`config.mk`:
```
export PLATFORM = sky130hd
export DESIGN_NAME = phyled_top
export DESIGN_NICKNAME = d
export VERILOG_FILES = /design/src/include/phyled_pkg.sv /design/src/verilog/phyled_top.sv
export SDC_FILE = /design/constraint.sdc
export NUM_CORES = 1
export LEC_CHECK = 0
export ABC_AREA = 1
export BUFFER_PORTS_ARGS = -buffer_cell sky130_fd_sc_hd__buf_2
export CORE_MARGIN = 2
export CORE_UTILIZATION = 35
export DETAILED_ROUTE_END_ITERATION = 8
export PLACE_DENSITY_LB_ADDON = 0.25
export REMOVE_ABC_BUFFERS = 1
export SETUP_SLACK_MARGIN = 0.5
export SYNTH_ARGS = -nofsm -noshare
export SYNTH_HDL_FRONTEND = slang
export SYNTH_SLANG_ARGS = --single-unit
export TNS_END_PERCENT = 20
```
`constraint.sdc`:
```
create_clock -name clk_sys -period 1.6 [get_ports clk_sys]
set_input_delay 0.24 -clock clk_sys [delete_from_list [all_inputs] [get_ports clk_sys]]
set_output_delay 0.24 -clock clk_sys [all_outputs]
set_load 0.02 [all_outputs]
```
`src/include/phyled_pkg.sv`:
```
/*
  Shared constants and types of the PHY mode strap and indicator block.
  Assumes a single system clock; no module of its own.
*/
`default_nettype none
package phyled_pkg;
  // Clock and stretch timing
  localparam int CLK_MHZ = 40;
  localparam int STRETCH_US = 50000;
  localparam int STRETCH_CYC = STRETCH_US * CLK_MHZ;
  // Register byte offsets
  localparam logic [3:0] OFS_CTRL = 4'h0;
  localparam logic [3:0] OFS_STAT = 4'h4;
  localparam logic [3:0] OFS_ISTAT = 4'h8;
  localparam logic [3:0] OFS_IMASK = 4'hC;
  // Control fields and reset value
  localparam int CTRL_IND_EN = 0;
  localparam int CTRL_SOFT_RST = 1;
  localparam logic [1:0] CTRL_RST = 2'h1;
  // Interrupt event bits
  localparam int IRQ_W = 3;
  localparam int EV_LINK = 0;
  localparam int EV_COL = 1;
  localparam int EV_RSVD = 2;
  // AXI responses
  localparam logic [1:0] RESP_OK = 2'h0;
  localparam logic [1:0] RESP_ERR = 2'h2;
  // Mode strap encodings
  localparam logic [2:0] MODE_AN_ALL = 3'h0;
  localparam logic [2:0] MODE_AN_100 = 3'h1;
  localparam logic [2:0] MODE_AN_10 = 3'h2;
  localparam logic [2:0] MODE_RSVD = 3'h3;
  localparam logic [2:0] MODE_F100_FD = 3'h4;
  localparam logic [2:0] MODE_F100_HD = 3'h5;
  localparam logic [2:0] MODE_F10_FD = 3'h6;
  localparam logic [2:0] MODE_F10_HD = 3'h7;
  // Advertised abilities: {100FD,100HD,10FD,10HD}
  localparam logic [3:0] ADV_ALL = 4'hF;
  localparam logic [3:0] ADV_100 = 4'hC;
  localparam logic [3:0] ADV_10 = 4'h3;
  localparam logic [3:0] ADV_NONE = 4'h0;
  // Decoded operating mode
  typedef struct packed {
    logic anEnable;
    logic [3:0] advertise;
    logic force100;
    logic forceFullDuplex;
    logic reserved;
  } phyled_mode_t;
  // Live link state from the PHY core
  typedef struct packed {
    logic linkUp;
    logic speed100;
    logic fullDuplex;
  } phyled_link_t;
endpackage
`default_nettype wire

```
`src/verilog/phyled_top.sv`:
```
/*
  PHY mode strap decode and status indicators with AXI4-Lite registers.
  Assumes: clk_sys stands in for the 40 MHz PHY reference; all inputs
  are synchronous to it; strap pins carry board pull-downs.
*/
// Local design decisions: the register offsets and the AXI4-Lite interface to the registers.
// Contract
// - PHY core reset while power-on reset low
// - Strap 0: negotiate, advertise everything
// - 1: 100 only; 2: 10 only; 3 reserved
// - Straps 4,5 force 100 full/half
// - Straps 6,7 force 10 full/half
// - Undriven strap reads zero, full negotiation
// - Receive indicator low while receiving
// - Indicators toggle under sustained traffic
// - Link indicator high while link present
// - Link indicator toggles on traffic
// - Speed indicator high at 100 Mbps
// - Duplex indicator high at full duplex
// - Logic runs from the PHY reference clock
`timescale 1ns/1ps
`default_nettype none
module phyled_top #(
  parameter int STRETCH_CYC = phyled_pkg::STRETCH_CYC
) (
  // Clock and reset
  input wire logic clk_sys,
  input wire logic reset,
  input wire logic phy_por_reset_n,
  // Strap and PHY core status
  input wire logic [2:0] modeStrap,
  input wire logic txActive,
  input wire logic rxActive,
  input wire logic collision,
  input wire phyled_pkg::phyled_link_t linkIn,
  // PHY core control
  output logic phyCoreReset,
  output phyled_pkg::phyled_mode_t modeOut,
  // Indicators
  output logic tx_activity_ind_n,
  output logic rx_activity_ind_n,
  output logic link_up_ind,
  output logic speed_100_ind,
  output logic collision_ind_n,
  output logic full_duplex_ind,
  output logic irq,
  // AXI4-Lite slave
  input wire logic [3:0] s_axi_awaddr,
  input wire logic s_axi_awvalid,
  output logic s_axi_awready,
  input wire logic [31:0] s_axi_wdata,
  input wire logic [3:0] s_axi_wstrb,
  input wire logic s_axi_wvalid,
  output logic s_axi_wready,
  output logic [1:0] s_axi_bresp,
  output logic s_axi_bvalid,
  input wire logic s_axi_bready,
  input wire logic [3:0] s_axi_araddr,
  input wire logic s_axi_arvalid,
  output logic s_axi_arready,
  output logic [31:0] s_axi_rdata,
  output logic [1:0] s_axi_rresp,
  output logic s_axi_rvalid,
  input wire logic s_axi_rready
);
  // Counter sizing: on phase then off phase
  localparam int CNT_W = $clog2(2 * STRETCH_CYC + 1);
  localparam logic [CNT_W-1:0] HALF = CNT_W'(STRETCH_CYC);
  localparam logic [CNT_W-1:0] FULL = CNT_W'(2 * STRETCH_CYC);
  localparam logic [CNT_W-1:0] ZERO = '0;
  localparam int NCH = 4; // tx, rx, collision, link traffic

  //////////////////////////////////////////////////////////////////
  // Reset of the PHY core
  //////////////////////////////////////////////////////////////////
  logic [1:0] ctrl_q; // Indicator enable, soft reset
  wire phyRstD = !phy_por_reset_n || ctrl_q[phyled_pkg::CTRL_SOFT_RST];
  // Core reset follows the pin or the soft reset bit one cycle later
  always_ff @(posedge clk_sys) begin
    if (reset) begin
      phyCoreReset <= 1'b1;
    end else begin
      phyCoreReset <= phyRstD;
    end
  end

  //////////////////////////////////////////////////////////////////
  // Strap capture and mode decode
  //////////////////////////////////////////////////////////////////
  phyled_pkg::phyled_mode_t modeD;
  logic [2:0] mode_q;
  // Decode table for the three strap bits
  always_comb begin
    modeD = '0;
    modeD.advertise = phyled_pkg::ADV_NONE;
    case (modeStrap)
      phyled_pkg::MODE_AN_ALL: begin
        modeD.anEnable = 1'b1;
        modeD.advertise = phyled_pkg::ADV_ALL;
      end
      phyled_pkg::MODE_AN_100: begin
        modeD.anEnable = 1'b1;
        modeD.advertise = phyled_pkg::ADV_100;
      end
      phyled_pkg::MODE_AN_10: begin
        modeD.anEnable = 1'b1;
        modeD.advertise = phyled_pkg::ADV_10;
      end
      phyled_pkg::MODE_RSVD: begin
        // Reserved: fall back to full negotiation, flag it
        modeD.anEnable = 1'b1;
        modeD.advertise = phyled_pkg::ADV_ALL;
        modeD.reserved = 1'b1;
      end
      phyled_pkg::MODE_F100_FD: begin
        modeD.force100 = 1'b1;
        modeD.forceFullDuplex = 1'b1;
      end
      phyled_pkg::MODE_F100_HD: begin
        modeD.force100 = 1'b1;
      end
      phyled_pkg::MODE_F10_FD: begin
        modeD.forceFullDuplex = 1'b1;
      end
      phyled_pkg::MODE_F10_HD: begin
        modeD.forceFullDuplex = 1'b0;
      end
      default: begin
        modeD.anEnable = 1'b1;
      end
    endcase
  end
  // Strap is followed while the core is in reset, frozen after.
  // Reset value zero equals the pulled-down, undriven strap.
  always_ff @(posedge clk_sys) begin
    if (reset) begin
      mode_q <= phyled_pkg::MODE_AN_ALL;
      modeOut <= '0;
      modeOut.anEnable <= 1'b1;
      modeOut.advertise <= phyled_pkg::ADV_ALL;
    end else if (phyCoreReset) begin
      mode_q <= modeStrap;
      modeOut <= modeD;
    end
  end

  //////////////////////////////////////////////////////////////////
  // Activity stretch: on phase, then forced off phase
  //////////////////////////////////////////////////////////////////
  wire indEn = ctrl_q[phyled_pkg::CTRL_IND_EN] && !phyCoreReset;
  wire [NCH-1:0] chEvent = {txActive || rxActive, collision, rxActive, txActive};
  logic [NCH-1:0] chOn;
  genvar gi;
  generate
    for (gi = 0; gi < NCH; gi++) begin : gStretch
      logic [CNT_W-1:0] cnt_q;
      // Counter on the reference clock sets the visible time
      always_ff @(posedge clk_sys) begin
        if (reset || !indEn) begin
          cnt_q <= ZERO;
        end else if (cnt_q != ZERO) begin
          cnt_q <= cnt_q - 1'b1;
        end else if (chEvent[gi]) begin
          cnt_q <= FULL;
        end
      end
      // Off phase keeps steady traffic visibly blinking
      assign chOn[gi] = cnt_q > HALF;
    end
  endgenerate

  //////////////////////////////////////////////////////////////////
  // Indicator outputs
  //////////////////////////////////////////////////////////////////
  wire linkOk = indEn && linkIn.linkUp;
  wire spdD = modeOut.anEnable ? linkIn.speed100 : modeOut.force100;
  wire fdxD = modeOut.anEnable ? linkIn.fullDuplex : modeOut.forceFullDuplex;
  // All indicators registered; off while disabled or in reset
  always_ff @(posedge clk_sys) begin
    if (reset) begin
      tx_activity_ind_n <= 1'b1;
      rx_activity_ind_n <= 1'b1;
      collision_ind_n <= 1'b1;
      link_up_ind <= 1'b0;
      speed_100_ind <= 1'b0;
      full_duplex_ind <= 1'b0;
    end else begin
      tx_activity_ind_n <= !chOn[0];
      rx_activity_ind_n <= !chOn[1];
      collision_ind_n <= !chOn[2];
      link_up_ind <= linkOk && !chOn[3];
      speed_100_ind <= linkOk && spdD;
      full_duplex_ind <= linkOk && fdxD;
    end
  end

  //////////////////////////////////////////////////////////////////
  // Interrupt status and mask
  //////////////////////////////////////////////////////////////////
  logic [phyled_pkg::IRQ_W-1:0] istat_q;
  logic [phyled_pkg::IRQ_W-1:0] imask_q;
  logic linkSeen_q;
  logic rsvdSeen_q;
  wire [phyled_pkg::IRQ_W-1:0] evSet = {
    modeOut.reserved && !rsvdSeen_q,
    collision && linkOk,
    linkOk != linkSeen_q};
  wire wrTake;
  wire [3:0] wrAddr;
  wire [phyled_pkg::IRQ_W-1:0] w1c = (wrTake && wrAddr == phyled_pkg::OFS_ISTAT)
    ? s_axi_wdata[phyled_pkg::IRQ_W-1:0] : '0;
  // Set wins over a write-one clear in the same cycle
  always_ff @(posedge clk_sys) begin
    if (reset) begin
      istat_q <= '0;
      linkSeen_q <= 1'b0;
      rsvdSeen_q <= 1'b0;
      irq <= 1'b0;
    end else begin
      istat_q <= (istat_q & ~w1c) | evSet;
      linkSeen_q <= linkOk;
      rsvdSeen_q <= modeOut.reserved;
      irq <= |(((istat_q & ~w1c) | evSet) & imask_q);
    end
  end

  //////////////////////////////////////////////////////////////////
  // AXI4-Lite write channel
  //////////////////////////////////////////////////////////////////
  wire wrFire = s_axi_awvalid && s_axi_wvalid && !s_axi_awready && !s_axi_bvalid;
  assign wrAddr = {s_axi_awaddr[3:2], 2'h0};
  wire wrMapped = (wrAddr == phyled_pkg::OFS_CTRL || wrAddr == phyled_pkg::OFS_STAT
    || wrAddr == phyled_pkg::OFS_ISTAT || wrAddr == phyled_pkg::OFS_IMASK) && s_axi_awaddr[1:0] == 2'h0;
  wire wrHs = s_axi_awvalid && s_axi_awready && s_axi_wvalid && s_axi_wready;
  assign wrTake = wrHs && wrMapped && s_axi_wstrb[0];
  // Ready after both are offered; response only after the handshake
  always_ff @(posedge clk_sys) begin
    if (reset) begin
      s_axi_awready <= 1'b0;
      s_axi_wready <= 1'b0;
      s_axi_bvalid <= 1'b0;
      s_axi_bresp <= phyled_pkg::RESP_OK;
      ctrl_q <= phyled_pkg::CTRL_RST;
      imask_q <= '0;
    end else begin
      s_axi_awready <= wrFire;
      s_axi_wready <= wrFire;
      if (wrHs) begin
        s_axi_bvalid <= 1'b1;
        s_axi_bresp <= wrMapped ? phyled_pkg::RESP_OK : phyled_pkg::RESP_ERR;
      end else if (s_axi_bready) begin
        s_axi_bvalid <= 1'b0;
      end
      if (wrTake && wrAddr == phyled_pkg::OFS_CTRL) begin
        ctrl_q <= s_axi_wdata[1:0];
      end
      if (wrTake && wrAddr == phyled_pkg::OFS_IMASK) begin
        imask_q <= s_axi_wdata[phyled_pkg::IRQ_W-1:0];
      end
    end
  end

  //////////////////////////////////////////////////////////////////
  // AXI4-Lite read channel
  //////////////////////////////////////////////////////////////////
  wire rdFire = s_axi_arvalid && !s_axi_arready && !s_axi_rvalid;
  wire rdHs = s_axi_arvalid && s_axi_arready;
  wire [3:0] rdAddr = {s_axi_araddr[3:2], 2'h0};
  // Status word: live link state, strap, reserved flag
  wire [31:0] statWord = {24'h0, phyCoreReset, modeOut.reserved, mode_q,
    linkOk && fdxD, linkOk && spdD, linkOk};
  wire [31:0] rdWord = (rdAddr == phyled_pkg::OFS_CTRL) ? {30'h0, ctrl_q}
    : (rdAddr == phyled_pkg::OFS_STAT) ? statWord
    : (rdAddr == phyled_pkg::OFS_ISTAT) ? {29'h0, istat_q}
    : (rdAddr == phyled_pkg::OFS_IMASK) ? {29'h0, imask_q} : 32'h0;
  wire rdMapped = (rdAddr == phyled_pkg::OFS_CTRL || rdAddr == phyled_pkg::OFS_STAT
    || rdAddr == phyled_pkg::OFS_ISTAT || rdAddr == phyled_pkg::OFS_IMASK) && s_axi_araddr[1:0] == 2'h0;
  // Data launched after the address handshake, held until rready
  always_ff @(posedge clk_sys) begin
    if (reset) begin
      s_axi_arready <= 1'b0;
      s_axi_rvalid <= 1'b0;
      s_axi_rdata <= 32'h0;
      s_axi_rresp <= phyled_pkg::RESP_OK;
    end else begin
      s_axi_arready <= rdFire;
      if (rdHs) begin
        s_axi_rvalid <= 1'b1;
        s_axi_rdata <= rdMapped ? rdWord : 32'h0;
        s_axi_rresp <= rdMapped ? phyled_pkg::RESP_OK : phyled_pkg::RESP_ERR;
      end else if (s_axi_rready) begin
        s_axi_rvalid <= 1'b0;
      end
    end
  end
endmodule // phyled_top
`default_nettype wire

```
# After elaboration in Yosys (flattened, before gate mapping)
# Index checks and enable logic that the tools add are counted.
[word_totals]
reg_bits = 157
in_bits = 61
out_inout_bits = 57
wordCells = 144
[classes]
add_sub_neg = 4
magnitude_cmp = 4
eq_ne = 13
mux = 26
bitwise_logic = 4
n_reduce_logical = 63
[ops]
columns = ["op", "count"]
rows = [
  ["2-to-1 mux 22 bit", 8],
  ["> comparator 22 x 21 -> 1 bit, second input constant", 4],
  ["nonzero test 22 bit", 4],
  ["subtractor 22 x 1 -> 22 bit, second input constant", 4],
  ["2-to-1 mux 8 bit", 3],
  ["logical AND 1 bit", 23],
  ["case mux 5 bit (3 select lines)", 1],
  ["zero test 1 bit", 12],
  ["nonzero test 2 bit", 6],
  ["== test 3 bit, second input constant", 3],
  ["logical OR 1 bit", 9],
  ["2-to-1 mux 1 bit", 9],
  ["2-to-1 mux 3 bit", 3],
  ["== test 2 bit, second input constant", 4],
  ["zero test 4 bit", 2],
  ["AND 3 bit", 2],
  ["== test 3 x 2 -> 1 bit, second input constant", 2],
  ["OR reduction 2 bit", 3],
  ["== test 2 x 1 -> 1 bit, second input constant", 2],
  ["zero test 2 bit", 2],
  ["2-to-1 mux 2 bit", 2],
  ["== test 3 x 1 -> 1 bit, second input constant", 1],
  ["zero test 3 bit", 1],
  ["NOT 3 bit", 1],
  ["3 further kinds", 3],
]

# Depth between registers and ports, before layout
# Gate-level depths: netlist of run 1.
[logic_depth]
ltp_word = 14
ltp_mapped = 9

# Worst setup path after synthesis of run 1
# Ideal clock, no wire load.
[synth_timing]
path_type = "register to register"
start = "register phyCoreReset"
end = "register gStretch[2].cnt_q[10]"
t_arrival_ns = 1.353
required_ns = 1.472
slack_ns = 0.119
stages_incl_launch_ff = 7
n_path_buf = 3
cell_sequence = "dfxtp_1 -> buf_2 -> inv_2 -> nand3_1 -> buf_2 -> buf_1 -> nor2_1"
[synth_via]
elab_chain_len = 4
[synth_rtl]
columns = ["element", "line", "rtl"]
rows = [
  ["start, declared", "phyled_top.sv:37", "output logic phyCoreReset,"],
  ["start signal, assigned", "phyled_top.sv:83", "phyCoreReset <= phyRstD;"],
  ["zero test 1 bit", "phyled_top.sv:150", "wire indEn = ctrl_q[phyled_pkg::CTRL_IND_EN] && !phyCoreReset;"],
  ["logical AND 1 bit", "phyled_top.sv:150", ""],
  ["zero test 1 bit", "phyled_top.sv:159", "if (reset || !indEn) begin"],
  ["logical OR 1 bit", "phyled_top.sv:159", ""],
  ["end signal, assigned", "phyled_top.sv:162", "cnt_q <= cnt_q - 1'b1;"],
  ["end, declared", "phyled_top.sv:156", "logic [CNT_W-1:0] cnt_q;"],
]
# Every way passes these cells.
# A chain may end at the register's enable or synchronous reset.

# Final worst setup path of run 1
[layout_timing]
start = "register gStretch[1].cnt_q[0]"
end = "register gStretch[1].cnt_q[11]"
[layout_via]
elab_chain_len = 2
word_cells_on_any_way = 4
cone_classes = "1 x add/sub; 1 x mux; 2 x reduce/logical"
[layout_rtl]
columns = ["element", "line"]
rows = [
  ["start, declared", "phyled_top.sv:156"],
  ["start signal, assigned", "phyled_top.sv:162"],
  ["subtractor 22 x 1 -> 22 bit / nonzero test 22 bit (equally long branches)", "phyled_top.sv:162, phyled_top.sv:161"],
  ["2-to-1 mux 22 bit / nonzero test 2 bit (equally long branches)", "-"],
]
# Parallel ways exist; a longest one is shown, timed or not.

==> reports/results.ini, run 1 <==
[outcome]
status = completed

[floorplan]
rows = 53
fp.dieH_um = 149.2
design.die.area_um2 = 22270
io_pins = 118
coreArea_um2 = 20890
die_w_um = 149.2
start_util_pct = 35.33

[routing]
firstDrtPassIters = 5
vias_per_cell = 4.879
drt_iter0_markers = 484
ant_nets = 0
wl_per_cell_um = 13.58
drc = 0
vias = 7630
routed_wl_um = 21240

[synth]
yosysSeqAreaShare_pct = 34.99
synth_area_um2 = 7381
synth_edf_count = 0
ys_seq_elements = 129
ys_warn_count = 0
yosys_most_used_dff = dfxtp_1
syn-instance-count = 1116
avgSynthCellArea_um2 = 6.614
synth_cell_types = 44
async_flop_share_pct = 0

[timing]
finalHoldViolCount = 0
fin_skew_ps = 7.971
rsz0062_at_grt = true
period_share_pct = 88.05
maxSlewViolCount = 0
period_minus_slack_ps = 1409
fmax_ghz = 0.7098
setup_violations = 0

[worst_setup_path]
worst-setup-path-type = flip-flop to flip-flop
worst-path-max-fanout = 3
arrival_ps = 1710
required_ps = 1900
cp-start-kind = flip-flop
endpoint_kind = flip-flop

[finish]
diodes = 0
syn2layout_area_growth_pct = 39.29
finish.instance_area_um2 = 10280
drive_gt1_share_pct = 35.76
nets = 1348

[cts]
cts-root-buf = clkbuf_16
clk_pin_slew_ps = 60
h-tree-depth = 4
cts.path.max_buffers = 2
cts_tree = built
cts_buffers = 17
clock_latency_ps = 420
cts_sinks = 129

[global_route]
antenna_found_initial = 0
grt_max_degree = 34
first_global_vias = 6847
groute.usage.overall_pct = 18.69
grt_pass1_wl_um = 33540
gr-total-overflow = 0

[placed_design]
gp_congestion = 0.8698
dpl_cell_area_um2 = 8207
io_buffers = 59
hpwlAfterDp_um = 14190

[run]
drv_cap = 0

[hold_path]
hp-class = input port to flip-flop

-- worst max-delay path, cell delays in order (launching register included) --
cell and delay, ps:
dfxtp_4 360, inv_6 70, buf_6 110, nand2_4 60, nor2_4 140, inv_1 120, o21ai_0 210, nand3_1 110
nand2_1 80, nor2_1 30
-- path summary, 6_finish.rpt --
check                            start               endpoint  slack (ps)  cells past startpoint
setup / recovery  gStretch[1].cnt_q[0]  gStretch[1].cnt_q[11]         190                      9
hold / removal         phy_por_reset_n           phyCoreReset          40                      2
setup reg to reg  gStretch[1].cnt_q[0]  gStretch[1].cnt_q[11]         190                      9
hold reg to reg   gStretch[3].cnt_q[0]   gStretch[3].cnt_q[0]         440                      1
-- logic make-up after synthesis --
kind of cell | share of synthesized area (%)
and+or+nand+nor | 42.47
other | 0.05081
xor gates and xnor gates | 3.323
buffers and inverters | 10.87
DFF | 34.99
adders and majority gates | 1.356
AOI/OAI and AO/OA | 6.950
-- what timing repair did --
item,in CTS,in global routing
gates cloned,4,0
setup buffers,38,13
hold buffers,0,0
resized for setup,204,120
endpoints found under the setup margin,140,145
pin swaps,80,47
-- cell usage in the layout (no fill, tap or decap), types with 8 or more instances in the layout --
| cell type | count |
|---|---|
| conb_1 | 26 |
| nor3_1 | 22 |
| buf_4 | 85 |
| nor2_4 | 52 |
| nand2_1 | 195 |
| dfxtp_2 | 34 |
| xor2_1 | 20 |
| buf_2 | 58 |
| a21oi_1 | 40 |
| nand2_4 | 15 |
| nor2_2 | 47 |
| nand3_2 | 17 |
| nand3_1 | 91 |
| o21ai_0 | 26 |
| nand3b_1 | 8 |
| xnor2_1 | 8 |
| nand2_2 | 35 |
| inv_1 | 111 |
| clkbuf_16 | 17 |
| dfxtp_1 | 86 |
| nand4_1 | 26 |
| nor2_1 | 137 |
| nand3_4 | 11 |
| buf_6 | 14 |
| dfxtp_4 | 9 |
-- final cells by class --
class | instances | area [um^2]
Inverter | 125 | 491.7
Clock buffer | 23 | 478.0
Timing Repair inverter | 1 | 5.005
Multi-Input combinational cell | 843 | 5040
Clock inverter | 6 | 82.58
Tap cell | 275 | 344.1
Timing Repair Buffer | 162 | 1181
Sequential cell | 129 | 2659
Fill cell | 2022 | 10610
-- flip-flops by register name, summed over array words and instances, names as in the netlist, 2 cells and up --
signal,count
modeOut,6
imask_q,3
ctrl_q,2
gStretch.cnt_q,88
s_axi_rdata,8
istat_q,3
mode_q,3
-- per-layer routing --
| metal | share of wire (%) | GRT usage [%] | up-vias |
|---|---|---|---|
| met3 | 3.4 | 3.333 | 38 |
| met4 | 2.0 | 6.667 | 0 |
| li1 | - | - | 3884 |
| met1 | 45 | 24.53 | 3549 |
| met5 | 0 | 0 | - |
| met2 | 49 | 30.83 | 159 |
-- per-stage QoR --
stage	setup slack, ps	utilization (%)	hold WS (ps)	std cells	TNS (ps)
3_3_place_gp	69.88	39.29	435.0	1480	0
6_report	191.1	49.22	39.54	1564	0
4_1_cts	256.6	46.84	27.36	1551	0
5_1_grt	102.5	49.22	38.87	1564	0
3_5_place_dp	64.41	39.29	435.2	1480	0
2_1_floorplan	-1352	-	309.1	1094	-68790
-- cells in the mapped netlist (5+ instances only) --
library cell  number  area share (%)
a21oi_1           46             3.1
buf_2              7            0.47
buf_4             30             3.1
clkbuf_1           5            0.25
dfxtp_1          129              35
ha_1               8             1.4
inv_1            120             6.1
nand2_1          238              12
nand2_2            7            0.59
nand3_1          108             7.3
nand3b_1           8            0.81
nand4_1           26             2.2
nor2_1           207              11
nor2_2            21             1.8
nor2_4             8             1.2
nor3_1            30             2.0
nor4_1             7            0.59
o21ai_0           32             2.2
or2_2              6            0.51
xnor2_1            8            0.95
xor2_1            20             2.4
Power of run 1 is left out: the tool's default activity adds up to more than one toggle a clock period on the data nets, which glitch-free logic cannot reach.
==> inputs of run 2 (changes only) <==
--- a/config.mk
+++ b/config.mk
@@ -8,8 +8,9 @@
 export ABC_AREA = 1
 export BUFFER_PORTS_ARGS = -buffer_cell sky130_fd_sc_hd__buf_2
 export CORE_MARGIN = 2
-export CORE_UTILIZATION = 35
+export CORE_UTILIZATION = 45
 export DETAILED_ROUTE_END_ITERATION = 8
+export MAX_ROUTING_LAYER = met4
 export PLACE_DENSITY_LB_ADDON = 0.25
 export REMOVE_ABC_BUFFERS = 1
 export SETUP_SLACK_MARGIN = 0.5
==> reports/results.ini, run 2 (synthesis results as in run 1) <==
[placed_design]
dpl.cell_count = 1430  ; -3.4%
hpwlAfterDp_um = 14760  ; +4.1%
place_ws_ps = 77.46  ; +13.05 ps
dpl_cell_area_um2 = 8200  ; about the same
gp_congestion = 0.9565  ; +10%
io_buffers = 59  ; unchanged

[cts]
clock_latency_ps = 430  ; about the same
cts_buffers = 17  ; unchanged
h-tree-depth = 4  ; unchanged
cts.path.max_buffers = 2  ; unchanged
cts_tree = built
postCtsHoldBufs = 0  ; unchanged
cts-root-buf = clkbuf_16
cts_sinks = 129  ; unchanged
clk_pin_slew_ps = 50  ; about the same

[routing]
firstDrtPassIters = 5  ; unchanged
routed_wl_um = 23130  ; +8.9%
ant_nets = 0  ; unchanged
drt_iter0_markers = 658  ; +36%
drc = 0  ; unchanged
vias = 8008  ; +5.0%
wl_per_cell_um = 15.13  ; +11%
vias_per_cell = 5.237  ; +7.4%

[finish]
diodes = 0  ; unchanged
nets = 1373  ; +1.9%
largest_register = gStretch.cnt_q
syn2layout_area_growth_pct = 43.92
final_cell_mix = nand2_1 (186), nor2_1 (122), inv_1 (105), buf_4 (97), nand3_1 (92)
final_util_pct = 66.63  ; +17 points
layout_commonest_cell = nand2_1
finish.instance_area_um2 = 10620  ; +3.3%
stdcell_count = 1529  ; -2.2%
largest_register_ffs = 88  ; unchanged
drive_gt1_share_pct = 40.52  ; +4.8 points
top_regs = gStretch.cnt_q (88), s_axi_rdata (8), modeOut (6)

[timing]
finalHoldViolCount = 0  ; unchanged
setup_slack_ps = 195.2  ; +4.102 ps
period_minus_slack_ps = 1405  ; -4.102 ps
fin_skew_ps = 12.48  ; +4.506 ps
rsz0062_at_grt = true
setup_violations = 0  ; unchanged
period_share_pct = 87.80  ; -0.26 points
fmax_ghz = 0.7119  ; +0.29%
maxSlewViolCount = 0  ; unchanged

[floorplan]
start_util_pct = 46.30  ; +11 points
fp.dieH_um = 132.1  ; -11%
design.die.area_um2 = 17440  ; -22%
io_pins = 118  ; unchanged
die_w_um = 132.1  ; -11%
rows = 46  ; -13%
coreArea_um2 = 15940  ; -24%

[worst_setup_path]
endpoint_kind = flip-flop
worst-path-max-fanout = 7  ; +4
arrival_ps = 1770  ; +60 ps
cp-start-kind = flip-flop
r2r_start = gStretch[0].cnt_q[15]
crit_start = gStretch[0].cnt_q[15]
worst-setup-path-type = flip-flop to flip-flop
required_ps = 1960  ; +60 ps

[run]
drv_cap = 0  ; unchanged

[global_route]
first_global_vias = 7524  ; +9.9%
grt_use_met3_pct = 4.883  ; +1.5 points
met2_usage_pct = 43.87  ; +13 points
grt_util_met1_pct = 31.82  ; +7.3 points
top_usage_layer = met2
grt_max_degree = 48  ; +41%
groute.usage.overall_pct = 26.04  ; +7.3 points
gr-total-overflow = 0  ; unchanged
antenna_found_initial = 0  ; unchanged
grt_pass1_wl_um = 36110  ; +7.7%

[outcome]
status = completed

[hold_path]
hold_start = phy_por_reset_n
hp-class = input port to flip-flop

-- run 2: cell types whose count changed in the layout (fill, tap and decap cells not counted), moves of 6 or more --
cell / before / now
nor2_4: 52 / 65
nand2_1: 195 / 186
buf_4: 85 / 97
buf_6: 14 / 28
dfxtp_1: 86 / 74
inv_1: 111 / 105
dfxtp_2: 34 / 44
nor2_1: 137 / 122
nand2_2: 35 / 42
-- run 2: cell type report --
| class | instances | area (um^2) |
|---|---|---|
| Inverter | 125 | 493.0 |
| Clock inverter | 7 | 62.56 |
| Tap cell | 216 | 270.3 |
| Timing Repair Buffer | 188 | 1434 |
| Multi-Input combinational cell | 843 | 5214 |
| Sequential cell | 129 | 2679 |
| Clock buffer | 21 | 470.5 |
| Fill cell | 1305 | 5320 |
-- run 2: routing by layer --
metal	wire, um	share of wire, %	vias up
li1	-	-	3928
met1	9676	42	3720
met2	11580	50	297
met3	1323	5.7	63
met4	543	2.3	0
met5	0	0	-
-- run 2: repair_timing --
action | in CTS | in global routing
gates cloned | 3 | 0
resized for setup | 260 | 141
setup endpoints to repair | 141 | 144
pin swaps | 99 | 69
setup buffers | 54 | 14
-- run 2: worst paths after layout --
| check | to | cells after the start | slack [ps] |
|---|---|---|---|
| max | gStretch[0].cnt_q[20] | 8 | 200 |
| min | phyCoreReset | 2 | 40 |
| max reg2reg | gStretch[0].cnt_q[20] | 8 | 200 |
| min reg2reg | s_axi_arready | 1 | 440 |
-- run 2: metrics by stage --
step	setup TNS, ps	hold slack (ps)
after global placement	0	431.9
after detailed placement	0	431.7
after global routing	0	32.35
final	0	41.08
after floorplan	-68790	309.1
after CTS	0	27.66
-- run 2: worst max-delay path, cell delays in order (launching register included) --
cell and delay, ps:
dfxtp_2 380, nor2_4 150, nand2_2 130, nor2_8 160
nand3_4 110, buf_6 160, o21ai_2 110, nor2_1 50
nor2_1 90
Power of run 2 is left out for the same reason.
